**src/logic/ssar_pkg.sv**
```systemverilog
// Purpose: Shared constants and state types of the serial converter readout.
// Assumes: Falling serial clock edges are counted from one after select falls.
// Notes:   All timing is counted in system clock cycles or serial clock falls.
`default_nettype none
package ssar_pkg;
   localparam int unsigned RES_W        = 12;
   localparam int unsigned CNT_W        = 5;
   localparam int unsigned IDX_W        = 4;
   localparam logic [CNT_W-1:0] FALL_NULL     = 5'h02;
   localparam logic [CNT_W-1:0] FALL_MSB      = 5'h03;
   localparam logic [CNT_W-1:0] FALL_LSB      = 5'h0E;
   localparam logic [CNT_W-1:0] FALL_PD_LONG  = 5'h10;
   localparam logic [CNT_W-1:0] FALL_REP_END  = 5'h1A;
   localparam logic [RES_W-1:0] SAR_MID       = 12'h800;
   localparam logic [IDX_W-1:0] SAR_TOP       = 4'hB;
   localparam int unsigned CLK_PERIOD_NS  = 8;
   localparam int unsigned APERTURE_NS    = 6;
   // Least time, so rounded up, and never below one cycle.
   localparam int unsigned APERTURE_CYC_I =
      (APERTURE_NS + CLK_PERIOD_NS - 1) / CLK_PERIOD_NS;
   localparam logic [1:0] APERTURE_CYC =
      (APERTURE_CYC_I < 1) ? 2'h1 : 2'(APERTURE_CYC_I);

   typedef enum logic [2:0] {
      SSAR_IDLE, SSAR_ACQ, SSAR_CONV, SSAR_REPEAT, SSAR_DONE
   } ssar_state_t;

   typedef struct packed {
      logic [RES_W-1:0] trial;
      logic [RES_W-1:0] word;
      logic [IDX_W-1:0] idx;
   } ssar_sar_t;

   typedef struct packed {
      ssar_state_t      st;
      logic             sclk_q;
      logic             cs_q;
      logic [CNT_W-1:0] fcnt;
      logic             first_fall;
      logic [1:0]       ap_cnt;
      logic             dout;
      logic             dout_oe;
      logic             track;
      logic             hold;
      logic             analog_pd;
      logic             digital_pd;
   } ssar_ctl_t;
endpackage : ssar_pkg
`default_nettype wire

```
**src/logic/ssar_top.sv**
```systemverilog
// Purpose: Frame sequencer of a serial 12-bit SAR converter readout.
// Assumes: sclk and cs_b are synchronous to clk and slower than it.
// Notes:   Serial edges are found by comparing with last cycle's level.
// How it works
// Full frame spans sixteen serial clock cycles.
// Short frame is fourteen or fifteen cycles.
// Result leaves MSB first toward LSB.
// Null bit then bits on falling edges.
// Host captures on the following rising edge.
// Continued clocking repeats the word LSB first.
// Each bit is driven once resolved.
// Sampling lasts from select fall onward.
// Hold at second fall after aperture delay.
// Twos complement, saturating at 7FF and 800.
// Inputs isolated until conversion ends.
// Only a new select fall starts conversion.
// Output enabled with null at second fall.
// Early select rise floats output, no repeat.
// Power down at select rise, 14th or 16th.
// Host holds serial clock low at select fall; the code also accepts it high, which enables the 14th-fall power down.
// Select high floats output, clears counter.
`timescale 1ns/1ps
`default_nettype none
module ssar_top
   import ssar_pkg::*;
(
   input  wire logic             clk,
   input  wire logic             rst_b,
   input  wire logic             sclk,
   input  wire logic             cs_b,
   input  wire logic             cmp_hi,
   output logic                  dout_o,
   output logic                  dout_oe_o,
   output logic                  track_o,
   output logic                  hold_o,
   output logic                  analog_pd_o,
   output logic                  digital_pd_o,
   output logic [RES_W-1:0]      dac_code_o,
   output logic [RES_W-1:0]      result_o
);
   ssar_ctl_t        r_reg;
   ssar_ctl_t        r_next;
   logic             fall;
   logic             cs_fall;
   logic             sar_start;
   logic             sar_step;
   logic [CNT_W-1:0] cnt;
   logic [IDX_W-1:0] rep_idx;

   assign fall    = r_reg.sclk_q & ~sclk;
   assign cs_fall = r_reg.cs_q & ~cs_b;
   assign cnt     = r_reg.fcnt + 5'h01;
   assign rep_idx = IDX_W'(cnt - FALL_LSB);

   always_comb begin
      r_next            = r_reg;
      r_next.sclk_q     = sclk;
      r_next.cs_q       = cs_b;
      r_next.digital_pd = cs_b;
      sar_start         = 1'b0;
      sar_step          = 1'b0;
      if (cs_b) begin
         // Select high ends any frame at once and parks all but first_fall and the SAR trial and result.
         r_next.st        = SSAR_IDLE;
         r_next.fcnt      = '0;
         r_next.dout_oe   = 1'b0;
         r_next.dout      = 1'b0;
         r_next.track     = 1'b0;
         r_next.hold      = 1'b0;
         r_next.ap_cnt    = '0;
         r_next.analog_pd = 1'b1;
      end else if (cs_fall) begin
         r_next.st         = SSAR_ACQ;
         r_next.fcnt       = '0;
         r_next.track      = 1'b1;
         r_next.analog_pd  = 1'b0;
         // A high clock here means the next edge is a fall.
         r_next.first_fall = sclk;
         sar_start         = 1'b1;
      end else begin
         if (r_reg.ap_cnt != '0) begin
            r_next.ap_cnt = r_reg.ap_cnt - 2'h1;
            if (r_reg.ap_cnt == 2'h1) begin
               r_next.track = 1'b0;
               r_next.hold  = 1'b1;
            end
         end
         if (fall && r_reg.st != SSAR_IDLE && r_reg.st != SSAR_DONE) begin
            r_next.fcnt = cnt;
            unique case (r_reg.st)
               SSAR_ACQ: begin
                  if (cnt == FALL_NULL) begin
                     r_next.ap_cnt  = APERTURE_CYC;
                     r_next.dout_oe = 1'b1;
                     r_next.dout    = 1'b0;
                     r_next.st      = SSAR_CONV;
                  end
               end
               SSAR_CONV: begin
                  // The bit goes out the moment it is decided.
                  r_next.dout = (cnt == FALL_MSB) ? ~cmp_hi : cmp_hi;
                  sar_step    = 1'b1;
                  if (cnt == FALL_LSB) begin
                     r_next.st   = SSAR_REPEAT;
                     r_next.hold = 1'b0;
                     if (r_reg.first_fall) begin
                        r_next.analog_pd = 1'b1;
                     end
                  end
               end
               SSAR_REPEAT: begin
                  if (cnt == FALL_REP_END) begin
                     r_next.dout_oe = 1'b0;
                     r_next.dout    = 1'b0;
                     r_next.st      = SSAR_DONE;
                  end else begin
                     r_next.dout = result_o[rep_idx];
                  end
                  if (cnt == FALL_PD_LONG) begin
                     r_next.analog_pd = 1'b1;
                  end
               end
               default: begin
                  r_next.st = SSAR_IDLE;
               end
            endcase
         end
      end
   end

   always_ff @(posedge clk or negedge rst_b) begin
      if (!rst_b) begin
         r_reg            <= '0;
         r_reg.st         <= SSAR_IDLE;
         r_reg.sclk_q     <= 1'b0;
         r_reg.cs_q       <= 1'b1;
         r_reg.analog_pd  <= 1'b1;
         r_reg.digital_pd <= 1'b1;
      end else begin
         r_reg <= r_next;
      end
   end

   ssar_sar u_sar (
      .clk     (clk),
      .rst_b   (rst_b),
      .start   (sar_start),
      .step    (sar_step),
      .cmp_hi  (cmp_hi),
      .trial_o (dac_code_o),
      .word_o  (result_o)
   );

   assign dout_o       = r_reg.dout;
   assign dout_oe_o    = r_reg.dout_oe;
   assign track_o      = r_reg.track;
   assign hold_o       = r_reg.hold;
   assign analog_pd_o  = r_reg.analog_pd;
   assign digital_pd_o = r_reg.digital_pd;

   a_float_idle: assert property (@(posedge clk) disable iff (!rst_b)
      cs_b |=> !dout_oe_o && r_reg.fcnt == '0)
      else $error("output not floated while select high");
   a_null_enable: assert property (@(posedge clk) disable iff (!rst_b)
      $rose(dout_oe_o) |-> !dout_o && r_reg.fcnt == FALL_NULL)
      else $error("output enabled without null bit at second fall");
   a_msb_sign: assert property (@(posedge clk) disable iff (!rst_b)
      (!cs_b && fall && r_reg.st == SSAR_CONV && cnt == FALL_MSB)
      |=> dout_o == !$past(cmp_hi))
      else $error("msb is not the inverted first decision");
   a_bit_live: assert property (@(posedge clk) disable iff (!rst_b)
      (!cs_b && fall && r_reg.st == SSAR_CONV && cnt != FALL_MSB)
      |=> dout_o == $past(cmp_hi) && dout_oe_o)
      else $error("resolved bit not driven at once");
   a_repeat_end: assert property (@(posedge clk) disable iff (!rst_b)
      (r_reg.fcnt == FALL_REP_END) |-> !dout_oe_o && r_reg.st != SSAR_REPEAT)
      else $error("output still driven after repeated word");
   a_pd_select: assert property (@(posedge clk) disable iff (!rst_b)
      cs_b |=> analog_pd_o && digital_pd_o)
      else $error("select high did not power down");
   a_hold_iso: assert property (@(posedge clk) disable iff (!rst_b)
      hold_o |-> !track_o && r_reg.st inside {SSAR_CONV, SSAR_REPEAT})
      else $error("inputs not isolated during conversion");
   a_no_restart: assert property (@(posedge clk) disable iff (!rst_b)
      (r_reg.st == SSAR_DONE && !cs_b) |=> r_reg.st == SSAR_DONE)
      else $error("extra clocks started a new conversion");
   a_track_start: assert property (@(posedge clk) disable iff (!rst_b)
      (!cs_b && r_reg.cs_q) |=> track_o && !hold_o && r_reg.st == SSAR_ACQ)
      else $error("sampling did not start at select fall");
   a_hold_delay: assert property (@(posedge clk) disable iff (!rst_b)
      $rose(dout_oe_o) && !cs_b ##1 !cs_b |=> hold_o)
      else $error("hold not reached one aperture after second fall");
   a_pd_short: assert property (@(posedge clk) disable iff (!rst_b)
      (!cs_b && fall && r_reg.st == SSAR_CONV && cnt == FALL_LSB
       && r_reg.first_fall) |=> analog_pd_o)
      else $error("short frame did not power down at fourteenth fall");
endmodule : ssar_top
`default_nettype wire

```
**src/logic/ssar_sar.sv**
```systemverilog
// Purpose: Successive-approximation trial register and result word.
// Assumes: cmp_hi answers the trial code presented on trial_o.
// Notes:   Trial is offset binary; the result word is two's complement.
`timescale 1ns/1ps
`default_nettype none
module ssar_sar
   import ssar_pkg::*;
(
   input  wire logic             clk,
   input  wire logic             rst_b,
   input  wire logic             start,
   input  wire logic             step,
   input  wire logic             cmp_hi,
   output logic [RES_W-1:0]      trial_o,
   output logic [RES_W-1:0]      word_o
);
   ssar_sar_t s_reg;
   ssar_sar_t s_next;

   always_comb begin
      s_next = s_reg;
      if (start) begin
         s_next.trial = SAR_MID;
         s_next.idx   = SAR_TOP;
      end else if (step) begin
         // Full-scale inputs settle on all ones or all zeros, which
         // become 7FF and 800 once the sign bit is flipped.
         s_next.trial[s_reg.idx] = cmp_hi;
         if (s_reg.idx != '0) begin
            s_next.trial[s_reg.idx - 4'h1] = 1'b1;
            s_next.idx = s_reg.idx - 4'h1;
         end
         s_next.word = {~s_next.trial[RES_W-1], s_next.trial[RES_W-2:0]};
      end
   end

   always_ff @(posedge clk or negedge rst_b) begin
      if (!rst_b) begin
         s_reg <= '0;
      end else begin
         s_reg <= s_next;
      end
   end

   assign trial_o = s_reg.trial;
   assign word_o  = s_reg.word;
endmodule : ssar_sar
`default_nettype wire

```
**config.mk**
```make
export PLATFORM = sky130hd
export DESIGN_NAME = ssar_top
export DESIGN_NICKNAME = d
export VERILOG_FILES = /design/src/logic/ssar_pkg.sv /design/src/logic/ssar_top.sv /design/src/logic/ssar_sar.sv
export SDC_FILE = /design/constraint.sdc
export NUM_CORES = 1
export LEC_CHECK = 0
export BUFFER_PORTS_ARGS = -buffer_cell sky130_fd_sc_hd__buf_2
export CAP_MARGIN = 20
export CORE_MARGIN = 1
export CORE_UTILIZATION = 45
export DETAILED_ROUTE_END_ITERATION = 8
export RECOVER_POWER = 25
export SETUP_SLACK_MARGIN = 0.5
export SLEW_MARGIN = 20
export SYNTH_ARGS = -nofsm -noshare
export SYNTH_HDL_FRONTEND = slang
export SYNTH_SLANG_ARGS = --single-unit
export TNS_END_PERCENT = 1
```
**constraint.sdc**
```tcl
create_clock -name clk -period 2.7 [get_ports clk]
set_input_delay 0.405 -clock clk [delete_from_list [all_inputs] [get_ports clk]]
set_output_delay 0.405 -clock clk [all_outputs]
set_load 0.03 [all_outputs]
```
==> flow_metrics.tcl <==
set metrics [dict create \
    tightest_slew_ns 0.761 \
    design_area_um2 2960 \
    final_nets 323 \
    clk_path_buf_depth 2 \
    seq_area_um2 1150 \
    maxCapViolCount 0 \
    routed-wl-met2_mm 3.05 \
    route.detailed.drc 0 \
    ys_seq_elements 46 \
    port_buffers 34 \
    max_freq_mhz 468 \
    synth_compound_area_share_pct 18.4 \
    synth.distinct_cells 52 \
    min_path_type "primary input to flop" \
    cts_tree "built" \
    cts.sinks 46 \
    placement.cell_area_um2 2840 \
    ys_seq_area_share_pct 40.9 \
    cts_buffers 5 \
    firstDrtPassIters 4 \
    p_per_area_nw_per_um2 444 \
    io_pins 35 \
    h-tree-depth 2 \
    synthArstFlopShare_pct 100 \
    synth_enable_flop_cells 0 \
    synth_top_family_by_area "simple AND/OR/NAND/NOR gates" \
    hold_violations 0 \
    synthMuxAreaShare_pct 4.92 \
    synth_xor_area_share_pct 3.06 \
    ys_warn_count 0 \
    r2r_slack_ns 0.56 \
    place_congestion 0.869 \
    r2r-end "u_sar.trial_o[2]$_DFFE_PN0P_" \
    crit_path_max_fanout 10 \
    status "finished, final reports clean" \
    root_buffer "clkbuf_8" \
    area_growth_syn_to_layout_pct 4.74 \
    ant_nets 0 \
    final.setup.tns_ns 0 \
    min_from "sclk" \
    holdPathStages 1 \
    avgSynthCellArea_um2 9.31 \
    die_area_um2 6590 \
    r2r_cells 8 \
    die_h_um 81.2 \
    grt_max_degree 37 \
    grt_use_total_pct 20.7 \
    vdd_drop_max_uv 240 \
    maxSlewHeadroom_pct 49.3 \
    yosys.area_share.simple_pct 18.4 \
    highest_layer "met4" \
    crit_required_ns 2.89 \
    grt_overflow 0 \
    grt_pass1_vias 2042 \
    wl_met1_mm 2.82 \
    num_vias 2111 \
    antenna_found_initial 0 \
    reg2reg_from "u_sar.s_reg[0]$_DFFE_PN0P_" \
    multi_input_area_um2 1380 \
    dieWidth_um 81.2 \
    post-route-period-util_pct 79.1 \
    finClkSkew_ns 0.00989 \
    wire_per_inst_um 15.9 \
    synth_area_um2 2820 \
    fp.coreArea_um2 5990 \
    min_delay_worst_endpoint "r_reg[15]$_DFF_PN0_" \
    finalCriticalPeriod_ns 2.14 \
    antennaDiodeCount 0 \
    layout-drive-gt1-share_pct 15.4 \
    dp_hpwl_mm 4.46 \
    wl_met3_um 219 \
    synthAdderAreaFrac_pct 3.55 \
    via_per_inst 5.47 \
    crit_path_end_kind "flop" \
    drt_wl_total_mm 6.14 \
    postSynthCellCount 303 \
    crit_type "flop to flop" \
    drt_iter0_drc 107 \
    start_util_pct 47.1 \
    grt_pass1_wl_mm 10.2 \
    finalSetupViolCount 0 \
    final_core_util_pct 49.3 \
    rows 28 \
    grt_setup_unrepaired "yes" \
    arrival_ns 2.33 \
    clkSlewWorstSetupHoldPaths_ns 0.09 \
    leakagePower_nw 1.40 \
    syn_nets 316 \
    clock_latency_ns 0.31 \
    fillers 574 \
    start_kind "flop" \
    synth_ff_type "dfrtp_1" \
    slew_viol_final 0 \
]
## stage by stage
stage | total power [mW] | std cells | worst slack [ns] | hold slack, ns
3_3_place_gp | 0.806 | 377 | 0.558 | 0.328
5_1_grt | 1.37 | 386 | 0.424 | 0.237
3_5_place_dp | 0.806 | 377 | 0.546 | 0.320
4_1_cts | 1.33 | 386 | 0.526 | 0.231
2_1_floorplan | 0.772 | 303 | 0.766 | 0.109
6_report | 1.31 | 386 | 0.563 | 0.251
## cell type report
class | instances | share of cell area, %
well taps | 75 | 3.18
multi-input cells | 208 | 46.6
repair buffers | 38 | 6.10
clock inverters | 2 | 1.27
flip-flops and latches | 46 | 39.0
inverters | 11 | 1.40
clock buffers | 6 | 2.46
## cell families (layout without fill, tap and decap cells)
kind of cell    count (synthesis)  after routing
mux                            11             11
compound gates                 75             75
flops                          46             46
simple gates                  105            105
buf+inv                        49             57
fa+ha+maj                       8              8
xor+xnor                        9              9
## per-layer routing
layer	up-vias	track usage, %
met5	-	0
met2	40	33.8
met3	5	3.15
li1	1052	-
met1	1014	27.9
met4	0	7.14
## repair_timing
action                                  in CTS  in global routing
endpoints found under the hold margin       11                  0
buffers inserted                             0                  0
gates resized for setup                      0                  2
hold buffers                                 1                  0
endpoints found under the setup margin       0                 16
## cell usage in the layout, fill, tap and decap left out, types with 4 or more instances in the layout
cell / count
dfrtp_1: 44
nand2_1: 41
nor2_1: 27
a21oi_1: 20
clkbuf_1: 19
buf_2: 16
a21o_1: 12
inv_1: 11
a31o_2: 10
mux2i_1: 9
o21ai_0: 8
ha_1: 7
a31oi_1: 6
nand4_1: 5
xnor2_1: 5
nor3_1: 5
clkbuf_8: 5
nand3_1: 4
nor2b_1: 4
## where the power goes
part	switching, mW	total, mW	leakage [nW]	internal [mW]
registers	0.0101	0.708	0.601	0.698
clock network	0.245	0.522	0.0514	0.277
logic	0.0597	0.0821	0.743	0.0223
## worst max-delay path, cell delays in order (launching register included)
cell      delay, ns
dfrtp_1        0.44
inv_1          0.15
ha_2           0.30
o21bai_1       0.13
o21a_1         0.13
o21ai_0        0.13
a221oi_1       0.41
nor2_1         0.11
a31o_2         0.23
## synth_stat cells (6+ instances only)
master / count / area, µm²
ha_1: 8 / 100
a31oi_1: 6 / 37.5
buf_4: 25 / 188
o21ai_0: 8 / 40.0
inv_1: 11 / 41.3
mux2i_1: 9 / 90.1
a31o_2: 10 / 87.6
nor2_1: 27 / 101
clkbuf_1: 6 / 22.5
a21oi_1: 20 / 100
dfrtp_1: 44 / 1100
nand2_1: 41 / 154
a21o_1: 12 / 90.1
## worst max path at each step
stage | startpoint | to | slack [ns] | depth (start not counted)
floorplan | r_reg[10]$_DFFE_PN0P_ | dout_o$_DFFE_PN0P_ | 0.77 | 6
global placement | r_reg[10]$_DFFE_PN0P_ | dout_o$_DFFE_PN0P_ | 0.56 | 7
detailed placement | u_sar.s_reg[0]$_DFFE_PN0P_ | u_sar.trial_o[2]$_DFFE_PN0P_ | 0.55 | 8
CTS | u_sar.s_reg[0]$_DFFE_PN0P_ | u_sar.trial_o[2]$_DFFE_PN0P_ | 0.53 | 8
global route | r_reg[10]$_DFFE_PN0P_ | r_reg[16]$_DFFE_PN0P_ | 0.42 | 7
finish | u_sar.s_reg[0]$_DFFE_PN0P_ | u_sar.trial_o[2]$_DFFE_PN0P_ | 0.56 | 8
(Power assumes the default switching activity.)
